### config.mk
export PLATFORM = sky130hd
export DESIGN_NAME = eeprom_block_protection
export DESIGN_NICKNAME = d
export VERILOG_FILES = /design/src/hw/prot_pkg.sv /design/src/hw/prot_if.sv /design/src/hw/pw_bank.sv /design/src/hw/access_check.sv /design/src/hw/eeprom_block_protection.sv
export SDC_FILE = /design/constraint.sdc
export NUM_CORES = 1
export LEC_CHECK = 0
export BUFFER_PORTS_ARGS = -buffer_cell sky130_fd_sc_hd__buf_2
export CAP_MARGIN = 5
export CORE_ASPECT_RATIO = 1.4
export CORE_MARGIN = 8
export CORE_UTILIZATION = 25
export CTS_CLUSTER_DIAMETER = 40
export CTS_CLUSTER_SIZE = 8
export DETAILED_ROUTE_END_ITERATION = 6
export HOLD_SLACK_MARGIN = 0.05
export PLACE_DENSITY = 0.48
export SLEW_MARGIN = 20
export SYNTH_ARGS = -nofsm -noshare
export SYNTH_HDL_FRONTEND = slang
export SYNTH_SLANG_ARGS = --single-unit
### constraint.sdc
create_clock -name ref_clk -period 7.4 [get_ports ref_clk]
set_input_delay 0.74 -clock ref_clk [delete_from_list [all_inputs] [get_ports ref_clk]]
set_output_delay 0.74 -clock ref_clk [all_outputs]
set_load 0.005 [all_outputs]
### src/hw/prot_pkg.sv
// Purpose: Shared constants for the block protection logic
// Assumes: 32-bit register words on an AXI4-Lite slave
// Notes:   Offsets are byte addresses
package prot_pkg;
	localparam int unsigned NUM_BLOCKS  = 8;
	localparam int unsigned ADDR_W      = 8;
	localparam logic [7:0]  OFS_BLKSEL  = 8'h00;
	localparam logic [7:0]  OFS_PW0     = 8'h04;
	localparam logic [7:0]  OFS_PW1     = 8'h08;
	localparam logic [7:0]  OFS_PW2     = 8'h0C;
	localparam logic [7:0]  OFS_CMD     = 8'h10;
	localparam logic [7:0]  OFS_STATUS  = 8'h14;
	localparam logic [7:0]  OFS_INTSTAT = 8'h18;
	localparam logic [7:0]  OFS_INTMASK = 8'h1C;
	localparam int unsigned CMD_CNT_LSB = 0;
	localparam int unsigned CMD_OP_LSB  = 4;
	localparam int unsigned CMD_PRT_LSB = 8;
	localparam int unsigned ST_UNLOCK   = 0;
	localparam int unsigned ST_HASPW    = 1;
	localparam int unsigned ST_REC_LSB  = 2;
	localparam int unsigned ST_PERM     = 4;
	localparam int unsigned ST_LOWV     = 5;
	localparam int unsigned ST_RDBUSY   = 6;
	localparam int unsigned ST_BUSY     = 7;
	localparam int unsigned ST_COPY     = 8;
	localparam int unsigned ST_ERASE    = 9;
	localparam int unsigned ST_PRT_LSB  = 16;
	localparam int unsigned SUP_BIT     = 2;
	localparam logic [1:0]  MODE_RW     = 2'h0;
	localparam logic [1:0]  MODE_NA     = 2'h1;
	localparam logic [1:0]  MODE_RO     = 2'h2;
	localparam logic [31:0] NO_PASSWORD = 32'hFFFFFFFF;
	localparam logic [1:0]  RESP_OKAY   = 2'h0;
	localparam logic [1:0]  RESP_SLVERR = 2'h2;
	localparam logic [2:0]  PROT_RST    = 3'h0;
	localparam logic [1:0]  REC_RST     = 2'h0;
	typedef enum logic [2:0] {OP_NONE, OP_SETPW, OP_UNLOCK, OP_LOCK, OP_PROT} op_e;
endpackage

### src/hw/prot_if.sv
// Purpose: Links core, password bank and access checker
// Assumes: One clock domain
// Notes:   Word array holds the staged password
`timescale 1ns/1ps
`default_nettype none
interface prot_if #(parameter int unsigned NB = 8);
	localparam int unsigned BW = $clog2(NB);
	logic          pwWr;
	logic [BW-1:0] pwBlk;
	logic [1:0]    pwCnt;
	logic [31:0]   pwWord [3];
	logic [NB-1:0] hasPw;
	logic          pwMatch;
	logic [BW-1:0] accBlk;
	logic          accWr;
	logic          accPriv;
	logic          blk0Unl;
	logic          blkUnl;
	logic [2:0]    prot0;
	logic [2:0]    protB;
	logic          allowed;
	modport core (output pwWr, pwBlk, pwCnt, pwWord, accBlk, accWr, accPriv, blk0Unl,
		blkUnl, prot0, protB, input hasPw, pwMatch, allowed);
	modport bank (input pwWr, pwBlk, pwCnt, pwWord, output hasPw, pwMatch);
	modport chk (input accBlk, accWr, accPriv, blk0Unl, blkUnl, prot0, protB, hasPw,
		output allowed);
endinterface
`default_nettype wire

### src/hw/pw_bank.sv
// Purpose: Per-block password store and comparator
// Assumes: por_n clears stored passwords
// Notes:   Password words carry no reset
`timescale 1ns/1ps
`default_nettype none
module pw_bank #(
	parameter int unsigned NB = 8
) (
	input wire logic ref_clk,
	input wire logic por_n,
	prot_if.bank     pif
);
	logic [31:0] word_r [NB][3];
	logic [1:0]  cnt_r  [NB];
	logic [2:0]  eq;

	genvar g;
	for (g = 0; g < NB; g++) begin : gHas
		assign pif.hasPw[g] = (cnt_r[g] != 2'h0);
	end
	for (g = 0; g < 3; g++) begin : gEq
		assign eq[g] = (2'(g) >= pif.pwCnt) || (word_r[pif.pwBlk][g] == pif.pwWord[g]);
	end
	// Same length and every word equal
	assign pif.pwMatch = pif.hasPw[pif.pwBlk] && (cnt_r[pif.pwBlk] == pif.pwCnt) && (&eq);

	always_ff @(posedge ref_clk or negedge por_n) begin
		if (!por_n) begin
			cnt_r <= '{default: 2'h0};
		end else if (pif.pwWr) begin
			cnt_r[pif.pwBlk] <= pif.pwCnt;
		end
	end

	always_ff @(posedge ref_clk) begin
		if (pif.pwWr) begin
			word_r[pif.pwBlk] <= pif.pwWord;
		end
	end
endmodule
`default_nettype wire

### src/hw/access_check.sv
// Purpose: Read and write permission for one block access
// Assumes: Inputs steady within the cycle
// Notes:   Mode code 3 treated as no access
`timescale 1ns/1ps
`default_nettype none
module access_check (
	prot_if.chk pif
);
	logic [2:0] eff;
	logic       locked;
	logic       gate;
	logic       rdOk;
	logic       wrOk;

	assign eff    = (pif.accBlk == '0) ? pif.prot0 : (pif.prot0 | pif.protB);
	assign locked = pif.hasPw[pif.accBlk] && !pif.blkUnl;
	assign gate   = (pif.accBlk == '0) || pif.blk0Unl;

	always_comb begin
		unique case (eff[1:0])
			prot_pkg::MODE_RW: begin
				rdOk = 1'b1;
				wrOk = !locked;
			end
			prot_pkg::MODE_RO: begin
				rdOk = !locked;
				wrOk = 1'b0;
			end
			default: begin
				rdOk = pif.hasPw[pif.accBlk] && pif.blkUnl;
				wrOk = rdOk;
			end
		endcase
	end

	// Supervisor-only blocks refuse user mode
	assign pif.allowed = gate && (!eff[prot_pkg::SUP_BIT] || pif.accPriv)
		&& (pif.accWr ? wrOk : rdOk);
endmodule
`default_nettype wire

### src/hw/eeprom_block_protection.sv
// Purpose: Block password, lock and access protection with interrupt
// Assumes: AXI4-Lite master, one write and one read in flight
// Notes:   Passwords and protection survive rst_n, cleared by por_n
//
// Design decisions made here: the AXI4-Lite register port and the placing of the registers.
`timescale 1ns/1ps
`default_nettype none

// How it works
// - Password is one to three words
// - Password accepted once, later attempts error
// - New password leaves block unlocked
// - Locked block 0 denies all others
// - Other blocks' protection readable only with block 0 open
// - Effective protection ORs block 0 flags
// - Supervisor flag refuses user mode
// - Read-write mode: locked means read only
// - No-access mode: only unlocked password allows
// - Read-only mode: locked means no access
// - Unlock needs exact word and count match
// - Lock state reads 1 unlocked, 0 locked
// - Recovery outcome readable after reset
// - Completion raises interrupt when enabled
// - Single completion interrupt, cleared by software
// - Either unit's enable gates the interrupt
// - Forbidden write flags permission error
module eeprom_block_protection #(
	parameter int unsigned NB = prot_pkg::NUM_BLOCKS
) (
	input  wire logic                        ref_clk,
	input  wire logic                        rst_n,
	input  wire logic                        por_n,
	input  wire logic [prot_pkg::ADDR_W-1:0] awaddr,
	input  wire logic                        awvalid,
	output logic                             awready,
	input  wire logic [31:0]                 wdata,
	input  wire logic [3:0]                  wstrb,
	input  wire logic                        wvalid,
	output logic                             wready,
	output logic [1:0]                       bresp,
	output logic                             bvalid,
	input  wire logic                        bready,
	input  wire logic [prot_pkg::ADDR_W-1:0] araddr,
	input  wire logic                        arvalid,
	output logic                             arready,
	output logic [31:0]                      rdata,
	output logic [1:0]                       rresp,
	output logic                             rvalid,
	input  wire logic                        rready,
	input  wire logic                        accReq,
	input  wire logic [$clog2(NB)-1:0]       accBlk,
	input  wire logic                        accWr,
	input  wire logic                        accPriv,
	output logic                             accGrant,
	output logic                             accDenied,
	input  wire logic                        progDone,
	input  wire logic                        engBusy,
	input  wire logic                        engCopy,
	input  wire logic                        engErase,
	input  wire logic                        engLowVolt,
	input  wire logic [1:0]                  recCode,
	input  wire logic                        flashIntEn,
	output logic                             irq
);
	localparam int unsigned BW = $clog2(NB);

	// ----------
	// Storage
	// ----------
	logic                        awGot_r, wGot_r, awready_r, wready_r;
	logic [prot_pkg::ADDR_W-1:0] awAddr_r;
	logic [31:0]                 wData_r;
	logic [3:0]                  wStrb_r;
	logic                        bvalid_r, arready_r, rvalid_r;
	logic [1:0]                  bresp_r, rresp_r;
	logic [31:0]                 rdata_r;
	logic [BW-1:0]               blkSel_r;
	logic [31:0]                 pw_r [3];
	logic [NB-1:0]               unl_r, unlNxt, protSet_r;
	logic [2:0]                  prot_r [NB];
	logic                        permErr_r, lowV_r, rdBusy_r;
	logic [1:0]                  rec_r;
	logic                        intStat_r, intMask_r, irq_r, accGrant_r, accDenied_r;

	// ----------
	// Decode wires
	// ----------
	logic                        awHs, wHs, arHs, doWr, awGotNxt, wGotNxt;
	logic                        wBlk, wCmd, wStat, wMask, wMapped, rMapped, rdInt;
	logic [31:0]                 rdMux, stWord, strbMask;
	prot_pkg::op_e               cmdOp;
	logic [1:0]                  cmdCnt;
	logic [2:0]                  cmdPrt, isFf;
	logic                        cmdGate, setPwOk, setPwErr, unlockOk, lockCmd;
	logic                        protOk, protErr, permSet, protVis;
	logic [NB-1:0]               lockState;

	// ----------
	// Submodules
	// ----------
	prot_if #(.NB(NB)) pif ();

	pw_bank #(.NB(NB)) uBank (
		.ref_clk (ref_clk),
		.por_n   (por_n),
		.pif     (pif.bank)
	);

	access_check uChk (
		.pif (pif.chk)
	);

	assign pif.pwWr    = setPwOk;
	assign pif.pwBlk   = blkSel_r;
	assign pif.pwCnt   = cmdCnt;
	assign pif.pwWord  = pw_r;
	assign pif.accBlk  = accBlk;
	assign pif.accWr   = accWr;
	assign pif.accPriv = accPriv;
	assign pif.blk0Unl = lockState[0];
	assign pif.blkUnl  = unl_r[accBlk];
	assign pif.prot0   = prot_r[0];
	assign pif.protB   = prot_r[accBlk];

	// ----------
	// AXI4-Lite handshakes
	// ----------
	assign awHs     = awvalid && awready_r;
	assign wHs      = wvalid && wready_r;
	assign arHs     = arvalid && arready_r;
	assign doWr     = awGot_r && wGot_r && !bvalid_r;
	assign awGotNxt = !doWr && (awGot_r || awHs);
	assign wGotNxt  = !doWr && (wGot_r || wHs);

	always_ff @(posedge ref_clk or negedge rst_n) begin
		if (!rst_n) begin
			awGot_r   <= 1'b0;
			wGot_r    <= 1'b0;
			awready_r <= 1'b0;
			wready_r  <= 1'b0;
			awAddr_r  <= '0;
			wData_r   <= 32'h00000000;
			wStrb_r   <= 4'h0;
		end else begin
			awGot_r   <= awGotNxt;
			wGot_r    <= wGotNxt;
			awready_r <= !awGotNxt;
			wready_r  <= !wGotNxt;
			if (awHs) begin
				awAddr_r <= awaddr;
			end
			if (wHs) begin
				wData_r <= wdata;
				wStrb_r <= wstrb;
			end
		end
	end

	always_ff @(posedge ref_clk or negedge rst_n) begin
		if (!rst_n) begin
			bvalid_r <= 1'b0;
			bresp_r  <= prot_pkg::RESP_OKAY;
		end else if (doWr) begin
			bvalid_r <= 1'b1;
			bresp_r  <= wMapped ? prot_pkg::RESP_OKAY : prot_pkg::RESP_SLVERR;
		end else if (bready) begin
			bvalid_r <= 1'b0;
		end
	end

	always_ff @(posedge ref_clk or negedge rst_n) begin
		if (!rst_n) begin
			arready_r <= 1'b0;
			rvalid_r  <= 1'b0;
			rdata_r   <= 32'h00000000;
			rresp_r   <= prot_pkg::RESP_OKAY;
		end else begin
			arready_r <= !(arHs || (rvalid_r && !rready));
			if (arHs) begin
				rvalid_r <= 1'b1;
				rdata_r  <= rdMux;
				rresp_r  <= rMapped ? prot_pkg::RESP_OKAY : prot_pkg::RESP_SLVERR;
			end else if (rready) begin
				rvalid_r <= 1'b0;
			end
		end
	end

	// ----------
	// Register decode
	// ----------
	assign wBlk    = doWr && (awAddr_r == prot_pkg::OFS_BLKSEL);
	assign wCmd    = doWr && (awAddr_r == prot_pkg::OFS_CMD);
	assign wStat   = doWr && (awAddr_r == prot_pkg::OFS_STATUS);
	assign wMask   = doWr && (awAddr_r == prot_pkg::OFS_INTMASK);
	assign wMapped = (awAddr_r[7:4] == 4'h0) || (awAddr_r[7:4] == 4'h1 && awAddr_r[1:0] == 2'h0);
	assign rMapped = (araddr[7:4] == 4'h0) || (araddr[7:4] == 4'h1 && araddr[1:0] == 2'h0);
	assign rdInt   = arHs && (araddr == prot_pkg::OFS_INTSTAT);
	assign strbMask = {{8{wStrb_r[3]}}, {8{wStrb_r[2]}}, {8{wStrb_r[1]}}, {8{wStrb_r[0]}}};

	assign lockState = unl_r | ~pif.hasPw;
	assign protVis   = (blkSel_r == '0) || lockState[0];

	always_comb begin
		stWord = 32'h00000000;
		stWord[prot_pkg::ST_UNLOCK] = lockState[blkSel_r];
		stWord[prot_pkg::ST_HASPW] = pif.hasPw[blkSel_r];
		stWord[prot_pkg::ST_REC_LSB +: 2] = rec_r;
		stWord[prot_pkg::ST_PERM] = permErr_r;
		stWord[prot_pkg::ST_LOWV] = lowV_r;
		stWord[prot_pkg::ST_RDBUSY] = rdBusy_r;
		stWord[prot_pkg::ST_BUSY] = engBusy;
		stWord[prot_pkg::ST_COPY] = engCopy;
		stWord[prot_pkg::ST_ERASE] = engErase;
		stWord[prot_pkg::ST_PRT_LSB +: 3] = protVis ? prot_r[blkSel_r] : 3'h0;
	end

	assign rdMux = (araddr == prot_pkg::OFS_BLKSEL)  ? 32'(blkSel_r) :
	               (araddr == prot_pkg::OFS_STATUS)  ? stWord :
	               (araddr == prot_pkg::OFS_INTSTAT) ? {31'h0, intStat_r} :
	               (araddr == prot_pkg::OFS_INTMASK) ? {31'h0, intMask_r} : 32'h00000000;

	// ----------
	// Commands
	// ----------
	assign cmdOp  = prot_pkg::op_e'(wData_r[prot_pkg::CMD_OP_LSB +: 3]);
	assign cmdCnt = wData_r[prot_pkg::CMD_CNT_LSB +: 2];
	assign cmdPrt = wData_r[prot_pkg::CMD_PRT_LSB +: 3];

	genvar g;
	for (g = 0; g < 3; g++) begin : gFf
		assign isFf[g] = (2'(g) < cmdCnt) && (pw_r[g] == prot_pkg::NO_PASSWORD);
	end

	assign cmdGate  = (blkSel_r == '0) || lockState[0];
	assign setPwOk  = wCmd && (cmdOp == prot_pkg::OP_SETPW) && (cmdCnt != 2'h0)
		&& !(|isFf) && !pif.hasPw[blkSel_r] && cmdGate;
	assign setPwErr = wCmd && (cmdOp == prot_pkg::OP_SETPW) && !setPwOk;
	assign unlockOk = wCmd && (cmdOp == prot_pkg::OP_UNLOCK) && pif.pwMatch;
	assign lockCmd  = wCmd && (cmdOp == prot_pkg::OP_LOCK);
	assign protOk   = wCmd && (cmdOp == prot_pkg::OP_PROT) && !protSet_r[blkSel_r] && cmdGate;
	assign protErr  = wCmd && (cmdOp == prot_pkg::OP_PROT) && !protOk;
	assign permSet  = setPwErr || protErr || (accReq && accWr && !pif.allowed);

	always_comb begin
		unlNxt = unl_r;
		if (setPwOk || unlockOk) begin
			unlNxt[blkSel_r] = 1'b1;
		end
		if (lockCmd) begin
			if (blkSel_r == '0) begin
				unlNxt = '0;
			end else begin
				unlNxt[blkSel_r] = 1'b0;
			end
		end
	end

	always_ff @(posedge ref_clk or negedge rst_n) begin
		if (!rst_n) begin
			blkSel_r <= '0;
			pw_r     <= '{default: 32'h00000000};
			unl_r    <= '0;
		end else begin
			unl_r <= unlNxt;
			if (wBlk) begin
				blkSel_r <= wData_r[BW-1:0];
			end
			for (int i = 0; i < 3; i++) begin
				if (doWr && awAddr_r == prot_pkg::OFS_PW0 + 8'(4 * i)) begin
					pw_r[i] <= (pw_r[i] & ~strbMask) | (wData_r & strbMask);
				end
			end
		end
	end

	always_ff @(posedge ref_clk or negedge por_n) begin
		if (!por_n) begin
			prot_r    <= '{default: prot_pkg::PROT_RST};
			protSet_r <= '0;
		end else if (protOk) begin
			prot_r[blkSel_r]    <= cmdPrt;
			protSet_r[blkSel_r] <= 1'b1;
		end
	end

	// ----------
	// Status and access
	// ----------
	always_ff @(posedge ref_clk or negedge rst_n) begin
		if (!rst_n) begin
			permErr_r   <= 1'b0;
			lowV_r      <= 1'b0;
			rdBusy_r    <= 1'b0;
			rec_r       <= prot_pkg::REC_RST;
			accGrant_r  <= 1'b0;
			accDenied_r <= 1'b0;
		end else begin
			permErr_r   <= permSet || (permErr_r && !(wStat && wData_r[prot_pkg::ST_PERM]));
			lowV_r      <= engLowVolt || (lowV_r && !(wStat && wData_r[prot_pkg::ST_LOWV]));
			rdBusy_r    <= (accReq && !accWr && engBusy)
				|| (rdBusy_r && !(wStat && wData_r[prot_pkg::ST_RDBUSY]));
			rec_r       <= recCode;
			accGrant_r  <= accReq && pif.allowed;
			accDenied_r <= accReq && !pif.allowed;
		end
	end

	// ----------
	// Interrupt
	// ----------
	always_ff @(posedge ref_clk or negedge rst_n) begin
		if (!rst_n) begin
			intStat_r <= 1'b0;
			intMask_r <= 1'b0;
			irq_r     <= 1'b0;
		end else begin
			intStat_r <= progDone || (intStat_r && !rdInt);
			irq_r     <= intStat_r && (intMask_r || flashIntEn);
			if (wMask && wStrb_r[0]) begin
				intMask_r <= wData_r[0];
			end
		end
	end

	assign awready   = awready_r;
	assign wready    = wready_r;
	assign bvalid    = bvalid_r;
	assign bresp     = bresp_r;
	assign arready   = arready_r;
	assign rvalid    = rvalid_r;
	assign rdata     = rdata_r;
	assign rresp     = rresp_r;
	assign accGrant  = accGrant_r;
	assign accDenied = accDenied_r;
	assign irq       = irq_r;

	// ----------
	// Checks
	// ----------
	AST_PW_LEN: assert property (@(posedge ref_clk) disable iff (!rst_n)
		wCmd && cmdOp == prot_pkg::OP_SETPW && cmdCnt == 2'h0 |=> $stable(pif.hasPw))
		else $error("zero-length password stored");
	AST_PW_ONCE: assert property (@(posedge ref_clk) disable iff (!rst_n)
		wCmd && cmdOp == prot_pkg::OP_SETPW && pif.hasPw[blkSel_r] |=> permErr_r)
		else $error("second password not refused");
	AST_PW_OPEN: assert property (@(posedge ref_clk) disable iff (!rst_n)
		setPwOk |=> unl_r[blkSel_r] && pif.hasPw[blkSel_r])
		else $error("block not unlocked after password set");
	AST_BLK0_GATE: assert property (@(posedge ref_clk) disable iff (!rst_n)
		accReq && accBlk != '0 && !lockState[0] |=> accDenied_r && !accGrant_r)
		else $error("access passed locked block 0");
	AST_SUPER: assert property (@(posedge ref_clk) disable iff (!rst_n)
		accReq && !accPriv && prot_r[0][prot_pkg::SUP_BIT] |=> accDenied_r)
		else $error("user access to supervisor block");
	AST_RO_WR: assert property (@(posedge ref_clk) disable iff (!rst_n)
		accReq && accWr && (prot_r[0][1:0] | prot_r[accBlk][1:0]) == prot_pkg::MODE_RO
		|=> !accGrant_r)
		else $error("write granted in read-only mode");
	AST_BAD_PW: assert property (@(posedge ref_clk) disable iff (!rst_n)
		wCmd && cmdOp == prot_pkg::OP_UNLOCK && !pif.pwMatch |=> unl_r == $past(unl_r))
		else $error("mismatched password unlocked");
	AST_PROT_ONCE: assert property (@(posedge ref_clk) disable iff (!rst_n)
		protErr |=> permErr_r && $stable(protSet_r))
		else $error("protection rewrite not refused");
	AST_IRQ: assert property (@(posedge ref_clk) disable iff (!rst_n)
		progDone && intMask_r ##1 intMask_r |=> irq_r)
		else $error("completion did not raise interrupt");
endmodule
`default_nettype wire

==> results of run 1 <==
==> where the power goes <==
part,leakage [nW],switching [W],internal (W)
combinational,4.31,0.00133,0.00103
clock,2.05,0.00237,0.00386
sequential,11.0,0.000609,0.00635
==> cell usage in the layout (no fill, tap or decap), types with 5 or more instances in the layout <==
| cell | netlist | routed |
|---|---|---|
| a211oi_1 | 12 | 12 |
| a21o_1 | 6 | 6 |
| a21oi_1 | 21 | 21 |
| a221o_1 | 5 | 5 |
| a221oi_1 | 20 | 20 |
| a22oi_1 | 37 | 37 |
| and2_1 | 6 | 5 |
| buf_12 | 0 | 9 |
| buf_2 | 30 | 95 |
| buf_4 | 33 | 47 |
| clkbuf_1 | 37 | 51 |
| clkbuf_16 | 0 | 154 |
| clkbuf_8 | 0 | 5 |
| conb_1 | 1 | 21 |
| dfrtp_1 | 231 | 228 |
| diode_2 | 0 | 5 |
| edfxtp_1 | 768 | 768 |
| inv_1 | 13 | 12 |
| mux2_2 | 188 | 188 |
| mux2i_1 | 178 | 178 |
| mux4_2 | 124 | 124 |
| nand2_1 | 99 | 99 |
| nand3_1 | 11 | 11 |
| nand4_1 | 38 | 38 |
| nor2_1 | 55 | 46 |
| nor2_4 | 0 | 9 |
| nor2b_1 | 11 | 9 |
| nor3_1 | 18 | 17 |
| nor4_1 | 18 | 15 |
| o211ai_1 | 5 | 5 |
| o21ai_0 | 42 | 42 |
| o21bai_1 | 18 | 18 |
| o22ai_1 | 24 | 24 |
| o2bb2ai_1 | 5 | 5 |
| o31ai_1 | 7 | 7 |
| or2_2 | 10 | 10 |
| or3_1 | 5 | 5 |
| xnor2_1 | 55 | 55 |
| xor2_1 | 37 | 37 |
==> layout make-up <==
type                            count  area share, %
Antenna cell                        5         0.0262
Tap cell                         2112           5.54
Inverter                           15          0.118
Clock buffer                      210           8.63
Timing Repair Buffer              153           2.17
Clock inverter                     10          0.278
Sequential cell                   999           60.5
Multi-Input combinational cell   1135           22.7
==> logic make-up (layout without fill, tap and decap cells) <==
family,after synthesis,in the layout
AOI/OAI and AO/OA,235,235
and+or+nand+nor,295,295
other,1,26
muxes,492,492
xor gates and xnor gates,92,92
DFF,999,999
buffers and inverters,141,388
==> sequential cells by signal, indices dropped and copies added (netlist names), 2 cells and up, named ones only <==
signal,flops
pif.prot0,3
wData_r,32
prot_r,21
rec_r,2
uBank.cnt_r,16
protSet_r,8
wStrb_r,4
awAddr_r,8
rdata,13
blkSel_r,3
unl_r,8
uBank.word_r,768
==> routing by layer <==
layer,routed length [um],GRT usage (%),share of wire [%],up-vias
met3,5770,2.41,4.9,170
met1,48000,16.1,41,11400
met5,7,0,0.0060,-
met4,2700,3.69,2.3,2
met2,60800,23.7,52,691
li1,-,-,-,9271
==> path summary, 6_finish.rpt <==
path                         startpoint             endpoint  slack (ns)  cells past startpoint
max                         blkSel_r[1]  uBank.word_r[2][63]        2.29                      7
min                               por_n         protSet_r[5]        0.11                      2
max reg2reg                 blkSel_r[1]  uBank.word_r[2][63]        2.29                      7
min reg2reg                protSet_r[7]         protSet_r[7]        0.47                      1
max in group asynchronous         rst_n          blkSel_r[0]        5.43                      3
min in group ref_clk         recCode[1]             rec_r[1]        0.13                      1
==> timing repair <==
item,4_1_cts,5_1_grt
hold buffers,1,0
resized for setup,0,0
endpoints found under the hold margin,55,0
==> through the flow <==
step	area [um2]	util, %	std cells
final	47700	29.7	4639
after global routing	47700	29.7	4635
after CTS	47700	29.7	4634
after detailed placement	43400	27.1	4413
after global placement	43400	27.1	4413
after floorplan	40400	-	2275
==> metrics.txt, run 1 <==
status=finished, final reports clean; cts bufs inserted=around 150; Req. time, crit path=slightly below 8 ns; Final ANT Viol Nets=0; power per cell area=~330 nW/um2; number of port buffers=96; initial drt markers=approximately 1600; max incr delay on CP=0.87 ns; largest net degree at the start of global routing=97; setup fix buffers added after clock tree synthesis=0; simple-gate portion of the synthesized area=3.61%; count of different cell masters after synthesis=70; CP bufs+invs=2; clock root cell=clkbuf_16; WP data arrival=5.48 ns; num rows=174; unrepaired setup endpoints after global routing=no; XOR/XNOR Fraction of Synth Area=approximately 2.0%; Post-Syn Area per Cell=around 18 um2; # nets final=between 2000 and 3000; setup ws final=~2.3 ns; number of flops mapped to enable cells by yosys=between 700 and 800; area leader, netlist=edfxtp_1; Synth Area in Adders=0%; Slew Limit Fails=0; static leakage=around 17 nW; Async SR Flop Fraction=between 20% and 30%; initial antenna violation count=11; share of cells above drive strength 1=between 20% and 30%; final setup violation count=0; register bit count reported by yosys=approximately 1000; gr usage total=13.2%; Clk pin slew, worst setup/hold paths=0.05 ns; Top delay family on crit path=simple AND/OR/NAND/NOR gates; crit start category=flop; cell count after synthesis=2255; final hold vios=0; sequential share of the synthesized area=a little under three quarters; Slowest-stage cell, CP=dfrtp_4; post-route clock period utilization=between 60% and 70%; Wirelength per Cell=between 20 and 30 um; multi-input logic area=between 10000 and 15000 um2; post-synthesis mux area share=about 17%; top-count cell post-synth=edfxtp_1; die area=roughly 170000 um2; drt total wl=117 mm; crit path cell chain=buf_4 -> nand2b_1 -> o211ai_1 -> o21ai_1 -> or3b_2 -> nor2_4 -> buf_4; main combinational cell family by area after synthesis=multiplexers; Worst Hold Class=input port to asynchronous set/reset pin; compound-cell area share of the yosys netlist=4.12%; Total Neg Setup Slack=0 ns; critical path capture point type=flop; most frequent cells after synthesis=768 x edfxtp_1, 231 x dfrtp_1, 188 x mux2_2, 178 x mux2i_1, 124 x mux4_2; Die W=about 360 um; top cells by area, synth=edfxtp_1 57%, dfrtp_1 14%, mux4_2 6.9%; first-pass GRT wire length=between 150 and 200 mm; via count=about 22000; RD Place Congestion=0.844; main flop type after synthesis=edfxtp_1; CTS tree=yes; Worst path most repeated cell=buf_4; top-area cell type share of the netlist area=a little under three fifths; Slew headroom=between 20% and 30%; Place WS=2.25 ns; GRT overflow=0; DRC=0; core footprint=approximately 160000 um2; Fillers=between 15000 and 20000; critical path peak fanout=34; # IOs=118; vias in the first global route=23200; Clock Skews=about 0.027 ns; FF/Latch Area=between 20000 and 30000 um2; Initial Utilization=between 20 and 30%; Synth Warn #=0; post-layout total power=approximately 0.016 W; hold slack=about 0.11 ns; critical path type=flop to flop; worst-skew pair later-pin latency=between 0.7 and 0.8 ns; post-layout min period=slightly above 5 ns; depth of the CTS H-tree=4; DR pass1 iterations=5; drt via density=4.65; HPWL Detailed=slightly above 70 mm; maxcap violations=0; Area growth syn-to-layout=18.3%; die span in y=around 500 um; maximum clock path buffer count=3; clock sink count=around 1000; Netlist Area Pre-Place=~40000 um2; achievable clock frequency=196 MHz; Worst-Margin Slew=between 1 and 1.5 ns; Max IR drop VDD=between 0.2 and 0.3 mV
Power figures use the tool's default switching activity.
==> run 2, diff against run 1 <==
Clock period 7.4 ns to 4.3 ns, I/O delays scaled along.
==> run 2 against run 1 <==
Compared with the run above: sequential share of layout area fell by 2.5 points; register-to-register slack got worse by 2.0 ns; largest cell class unchanged; setup slack got worse by 2.0 ns; critical path depth rose by 4; global-route usage rose by 0.35 points; routed wire length rose by 2.1%; critical endpoint is now unl_r[6]; maximum frequency rose by 28%.
==> metrics.txt, run 2 (same netlist as run 1, synthesis figures left out) <==
initial drt markers=approximately 1600; critical path capture point type=flop; drt total wl=120 mm; die span in y=491 um; HPWL Detailed=76.9 mm; Clk pin slew, worst setup/hold paths=around 0.050 ns; final std cell area, no fill=roughly 50000 um2; crit start category=flop; critical path type=flop to flop; most flop-heavy register=uBank.word_r; Worst-Margin Slew=~1.0 ns; final hold vios=0; initial antenna violation count=5; share of cells above drive strength 1=about 30%; maxcap violations=0; unrepaired setup endpoints after global routing=no; Die W=approximately 360 um; GRT overflow=0; static leakage=18.4 nW; worst-skew pair later-pin latency=approximately 0.75 ns; hold slack=roughly 0.19 ns; achievable clock frequency=around 250 MHz; Max IR drop VDD=0.304 mV; vias in the first global route=23900; critical path peak fanout=21; Slew Limit Fails=0; core footprint=roughly 160000 um2; Hold Startpoint=araddr[3]; Top Registers=uBank.word_r: 768 flops, wData_r: 32 flops, prot_r: 21 flops; power per cell area=~560 nW/um2; depth of the CTS H-tree=4; Area growth syn-to-layout=23.5%; Initial Utilization=approximately a quarter; Area after DPL=44600 um2; Util after Layout=between 30% and 40%; Total Neg Setup Slack=0 ns; Req. time, crit path=approximately 5.0 ns; DR pass1 iterations=5; first-pass GRT wire length=174 mm; largest net degree at the start of global routing=between 80 and 90; Slew headroom=~31%; clock sink count=999; drt via density=between 4 and 5; PostCTS Resize Cnt=0; final setup violation count=0; Final ANT Viol Nets=0; number of port buffers=96; clock root cell=clkbuf_16; DRC=0; Largest register FFs=about 770; via count=between 20000 and 25000; RD Place Congestion=approximately 0.79; # IOs=approximately 120; post-layout min period=4.00 ns; Clock Skews=0.0251 ns; post-layout total power=~0.028 W; cts bufs inserted=150; Worst Hold Class=input port to flop; status=finished, final reports clean; maximum clock path buffer count=3; num rows=between 150 and 200; # nets final=2700; CTS tree=yes; commonest non-fill, non-tap cell in the layout=edfxtp_1; startpoint of the worst register-to-register path=blkSel_r[2]; most frequent cells in the layout=768 x edfxtp_1, 228 x dfrtp_1, 188 x mux2_2, 178 x mux2i_1, 158 x clkbuf_16; die area=175000 um2; CP startpoint=blkSel_r[2]; WP data arrival=approximately 4.7 ns; Wirelength per Cell=between 20 and 25 um; gr usage total=13.5%; post-route clock period utilization=between 90 and 100%
## run 2: cell types whose count changed in the layout (fill, tap and decap cells not counted), sizes merged
cell         delta
dlygate4sd3    +60
clkinv          +7
clkinvlp        -1
clkbuf         +17
buf           +112
inv             +2
diode           -2
## run 2: metal layers
layer / track usage [%] / vias to the layer above / routed length [um]
met5: 0 / - / 10
met1: 16.7 / 11800 / 50000
met2: 24.2 / 610 / 62500
met4: 3.78 / 2 / 2650
li1: - / 9634 / -
met3: 2.32 / 164 / 4640
## run 2: timing repair
action	CTS	global route
buffers inserted	0	5
hold buffers	61	0
endpoints found under the setup margin	0	2
hold endpoints to repair	187	0
## run 2: final timing paths
check,to,slack (ns),depth (start not counted)
hold reg to reg,protSet_r[0],0.46,1
max in group asynchronous,wData_r[29],3.00,3
setup / recovery,unl_r[6],0.30,11
min in group asynchronous,rvalid,0.27,2
setup reg to reg,unl_r[6],0.30,11
hold / removal,rdata[2],0.19,4
## run 2: layout make-up
cell class | instances | area [um2]
Clock inverter | 18 | 214
Multi-Input combinational cell | 1135 | 10800
Antenna cell | 3 | 7.51
Timing Repair Buffer | 325 | 2890
Fill cell | 15600 | 111000
Tap cell | 2112 | 2640
Sequential cell | 999 | 28900
Inverter | 15 | 56.3
Clock buffer | 227 | 4280
## run 2: worst max-delay path: stages, from the launching register on
cell	delay, ns
dfrtp_4	0.73
buf_12	0.25
nor2b_1	0.12
buf_4	0.19
a221o_1	0.36
a222oi_1	0.38
xnor2_1	0.16
a2111oi_2	0.53
nand4_1	0.27
o311a_1	0.46
or3_1	0.38
nand2_1	0.07
## run 2: power by group
group | switching, W | leakage [nW] | total [W] | internal, W
sequential | 0.000961 | 11.0 | 0.0119 | 0.0109
clock | 0.00424 | 2.18 | 0.0112 | 0.00692
combinational | 0.00254 | 5.24 | 0.00462 | 0.00208
total | 0.00774 | 18.4 | 0.0277 | 0.0199
## run 2: per-stage QoR
| step | setup WS (ns) | cells |
|---|---|---|
| 5_1_grt | 0.108 | 4833 |
| 3_5_place_dp | 0.129 | 4520 |
| 3_3_place_gp | 0.152 | 4520 |
| 4_1_cts | 0.0922 | 4826 |
| 6_report | 0.299 | 4834 |
| 2_1_floorplan | -1.06 | 2275 |
==> run 3, diff against run 2 <==
Settings changed: PLACE_DENSITY 0.48 to 0.43.
==> run 3 against run 2 <==
Compared with the run above: utilization rose by 0.12 points; final cell count increased by 0.56%; die area is the same; via count grew 1.0%; non-clock buffer count rose by 15; power increased by 0.67%; first-iteration DRC count grew 3.0%; count of clock-buffer cells in the layout rose by 4; clock skew up 0.012 ns; critical path depth shrank 1; sequential cell count did not move; cell area grew 0.40%; largest cell class unchanged.
==> metrics.txt, run 3 (same netlist as run 1, synthesis figures left out) <==
status=finished, final reports clean; worst hold stages=5; CTS tree=yes; RD Place Congestion=between 0.8 and 0.9; DRC=0; HPWL Detailed=between 80 and 90 mm; FF-to-FF End=unl_r[5]; vias in the first global route=around 24000; share of cells above drive strength 1=29.6%; Die W=355 um; num rows=about 170; most flop-heavy register=uBank.word_r; hold slack=0.211 ns; clock sink count=about 1000; initial drt markers=between 1500 and 2000; core footprint=between 150000 and 200000 um2; # nets final=approximately 2700; Hold Startpoint=araddr[3]; drt via density=4.61; critical path peak fanout=52; Largest register FFs=between 700 and 800; Max IR drop VDD=between 0.2 and 0.3 mV; maximum clock path buffer count=3; achievable clock frequency=238 MHz; static leakage=18.5 nW; die area=175000 um2; Final ANT Viol Nets=0; critical path type=flop to flop; die span in y=approximately 490 um; Area growth syn-to-layout=24.0%; unrepaired setup endpoints after global routing=no; Worst-Margin Slew=between 1 and 1.5 ns; Slew Limit Fails=0; Worst Hold Class=input port to flop; clock root cell=clkbuf_16; Initial Utilization=about a quarter; Wirelength per Cell=between 20 and 30 um; power per cell area=about 560 nW/um2; Req. time, crit path=around 5.0 ns; worst-skew pair later-pin latency=0.78 ns; Top Registers=uBank.word_r: 768 flops, wData_r: 32 flops, prot_r: 21 flops; crit start category=flop; DR pass1 iterations=5; max incr delay on CP=~0.94 ns; post-route clock period utilization=between 90% and 100%; maxcap violations=0; R2R Setup Slk=0.1 ns; first-pass GRT wire length=roughly 180 mm; Slowest-stage cell, CP=a2111oi_0; drt total wl=about 130 mm; post-layout min period=roughly 4.2 ns; crit path cell chain=buf_12 -> mux4_2 -> mux2i_1 -> xnor2_1 -> a2111oi_0 -> and4b_1 -> nand4_1 -> a2111o_1 -> buf_4 -> o31ai_1; # IOs=approximately 120; Clk pin slew, worst setup/hold paths=approximately 0.050 ns; placed insts=roughly 4500; number of port buffers=96; Hold EP=rdata[3]; Total Neg Setup Slack=0 ns; most frequent cells in the layout=768 x edfxtp_1, 228 x dfrtp_1, 188 x mux2_2, 178 x mux2i_1, 151 x clkbuf_16; initial antenna violation count=6; cts bufs inserted=150; final setup violation count=0; final hold vios=0; via count=about 22000; startpoint of the worst register-to-register path=blkSel_r[2]; largest net degree at the start of global routing=between 80 and 90; setup fix buffers added after clock tree synthesis=0; WP data arrival=~4.9 ns; critical path capture point type=flop; Top delay family on crit path=compound AO/OA/AOI/OAI gates; GRT overflow=0; Layout Cells excl Fill=about 5000; commonest non-fill, non-tap cell in the layout=edfxtp_1; depth of the CTS H-tree=4; reg2reg path depth=10; Slew headroom=between 20% and 30%; Clock Skews=0.0374 ns; gr usage total=between 10 and 15%; CP bufs+invs=2
## run 3: cell types whose count changed in the layout (fill, tap and decap cells not counted), moves of 2 or more
cell       before  now
clkinv_4        4    1
clkinv_2        4    6
inv_16          1    4
nor4_2          1    3
clkbuf_16     158  151
buf_4         126  143
inv_6           3    1
clkinv_8        3    5
clkbuf_1       62   72
clkinv_16       0    5
## run 3: final cells by class
class / count / area [um2]
Clock buffer: 231 / 4160
Inverter: 15 / 56.3
Clock inverter: 26 / 430
Timing Repair Buffer: 340 / 2990
Tap cell: 2112 / 2640
Sequential cell: 999 / 28900
Multi-Input combinational cell: 1135 / 10800
Fill cell: 15600 / 110000
Antenna cell: 3 / 7.51
## run 3: repair_timing
item | 4_1_cts | 5_1_grt
hold buffers | 61 | 0
gates resized for setup | 0 | 1
hold endpoints to repair | 193 | 0
endpoints found under the setup margin | 0 | 121
## run 3: tightest hold or removal path, cell delays in order
cell and delay, ns:
buf_2 0.12, nor3b_2 0.05, buf_4 0.19, nand2_1 0.08
o21ai_0 0.06
## run 3: report_power, final
group | internal [W] | switching [W] | total (W)
combinational | 0.00209 | 0.00264 | 0.00472
clock | 0.00681 | 0.00442 | 0.0112
sequential | 0.0109 | 0.000967 | 0.0119
total | 0.0198 | 0.00802 | 0.0279
## run 3: how the worst max path moves through the flow
| stage | from | to | slack [ns] | cells past startpoint |
|---|---|---|---|---|
| CTS | awAddr_r[5] | uBank.word_r[6][86] | 0.02 | 9 |
| finish | blkSel_r[2] | unl_r[5] | 0.1 | 10 |
| global placement | blkSel_r[2] | unl_r[6] | -0.24 | 10 |
| floorplan | blkSel_r[1] | uBank.word_r[1][0] | -1.06 | 11 |
| global route | blkSel_r[2] | unl_r[5] | 0.03 | 10 |
| detailed placement | blkSel_r[2] | unl_r[5] | 0.03 | 10 |
## run 3: stage by stage
stage	utilization, %	setup slack [ns]	power, W	area [um2]
2_1_floorplan	-	-1.06	0.0145	40400
3_3_place_gp	27.9	-0.244	0.0169	44700
3_5_place_dp	27.9	0.0272	0.0169	44700
4_1_cts	31.1	0.0170	0.0283	49900
5_1_grt	31.1	0.0313	0.0289	50000
6_report	31.1	0.0976	0.0279	50000
## run 3: metal layers
| metal | GRT usage (%) | routed length [um] | part of all wire (%) | vias to the layer above |
|---|---|---|---|---|
| met3 | 1.99 | 4310 | 3.4 | 190 |
| met4 | 4.77 | 3440 | 2.7 | 2 |
| met5 | 0 | 13 | 0.010 | - |
| li1 | - | - | - | 9692 |
| met1 | 17.1 | 51800 | 41 | 11900 |
| met2 | 26.4 | 68000 | 53 | 619 |
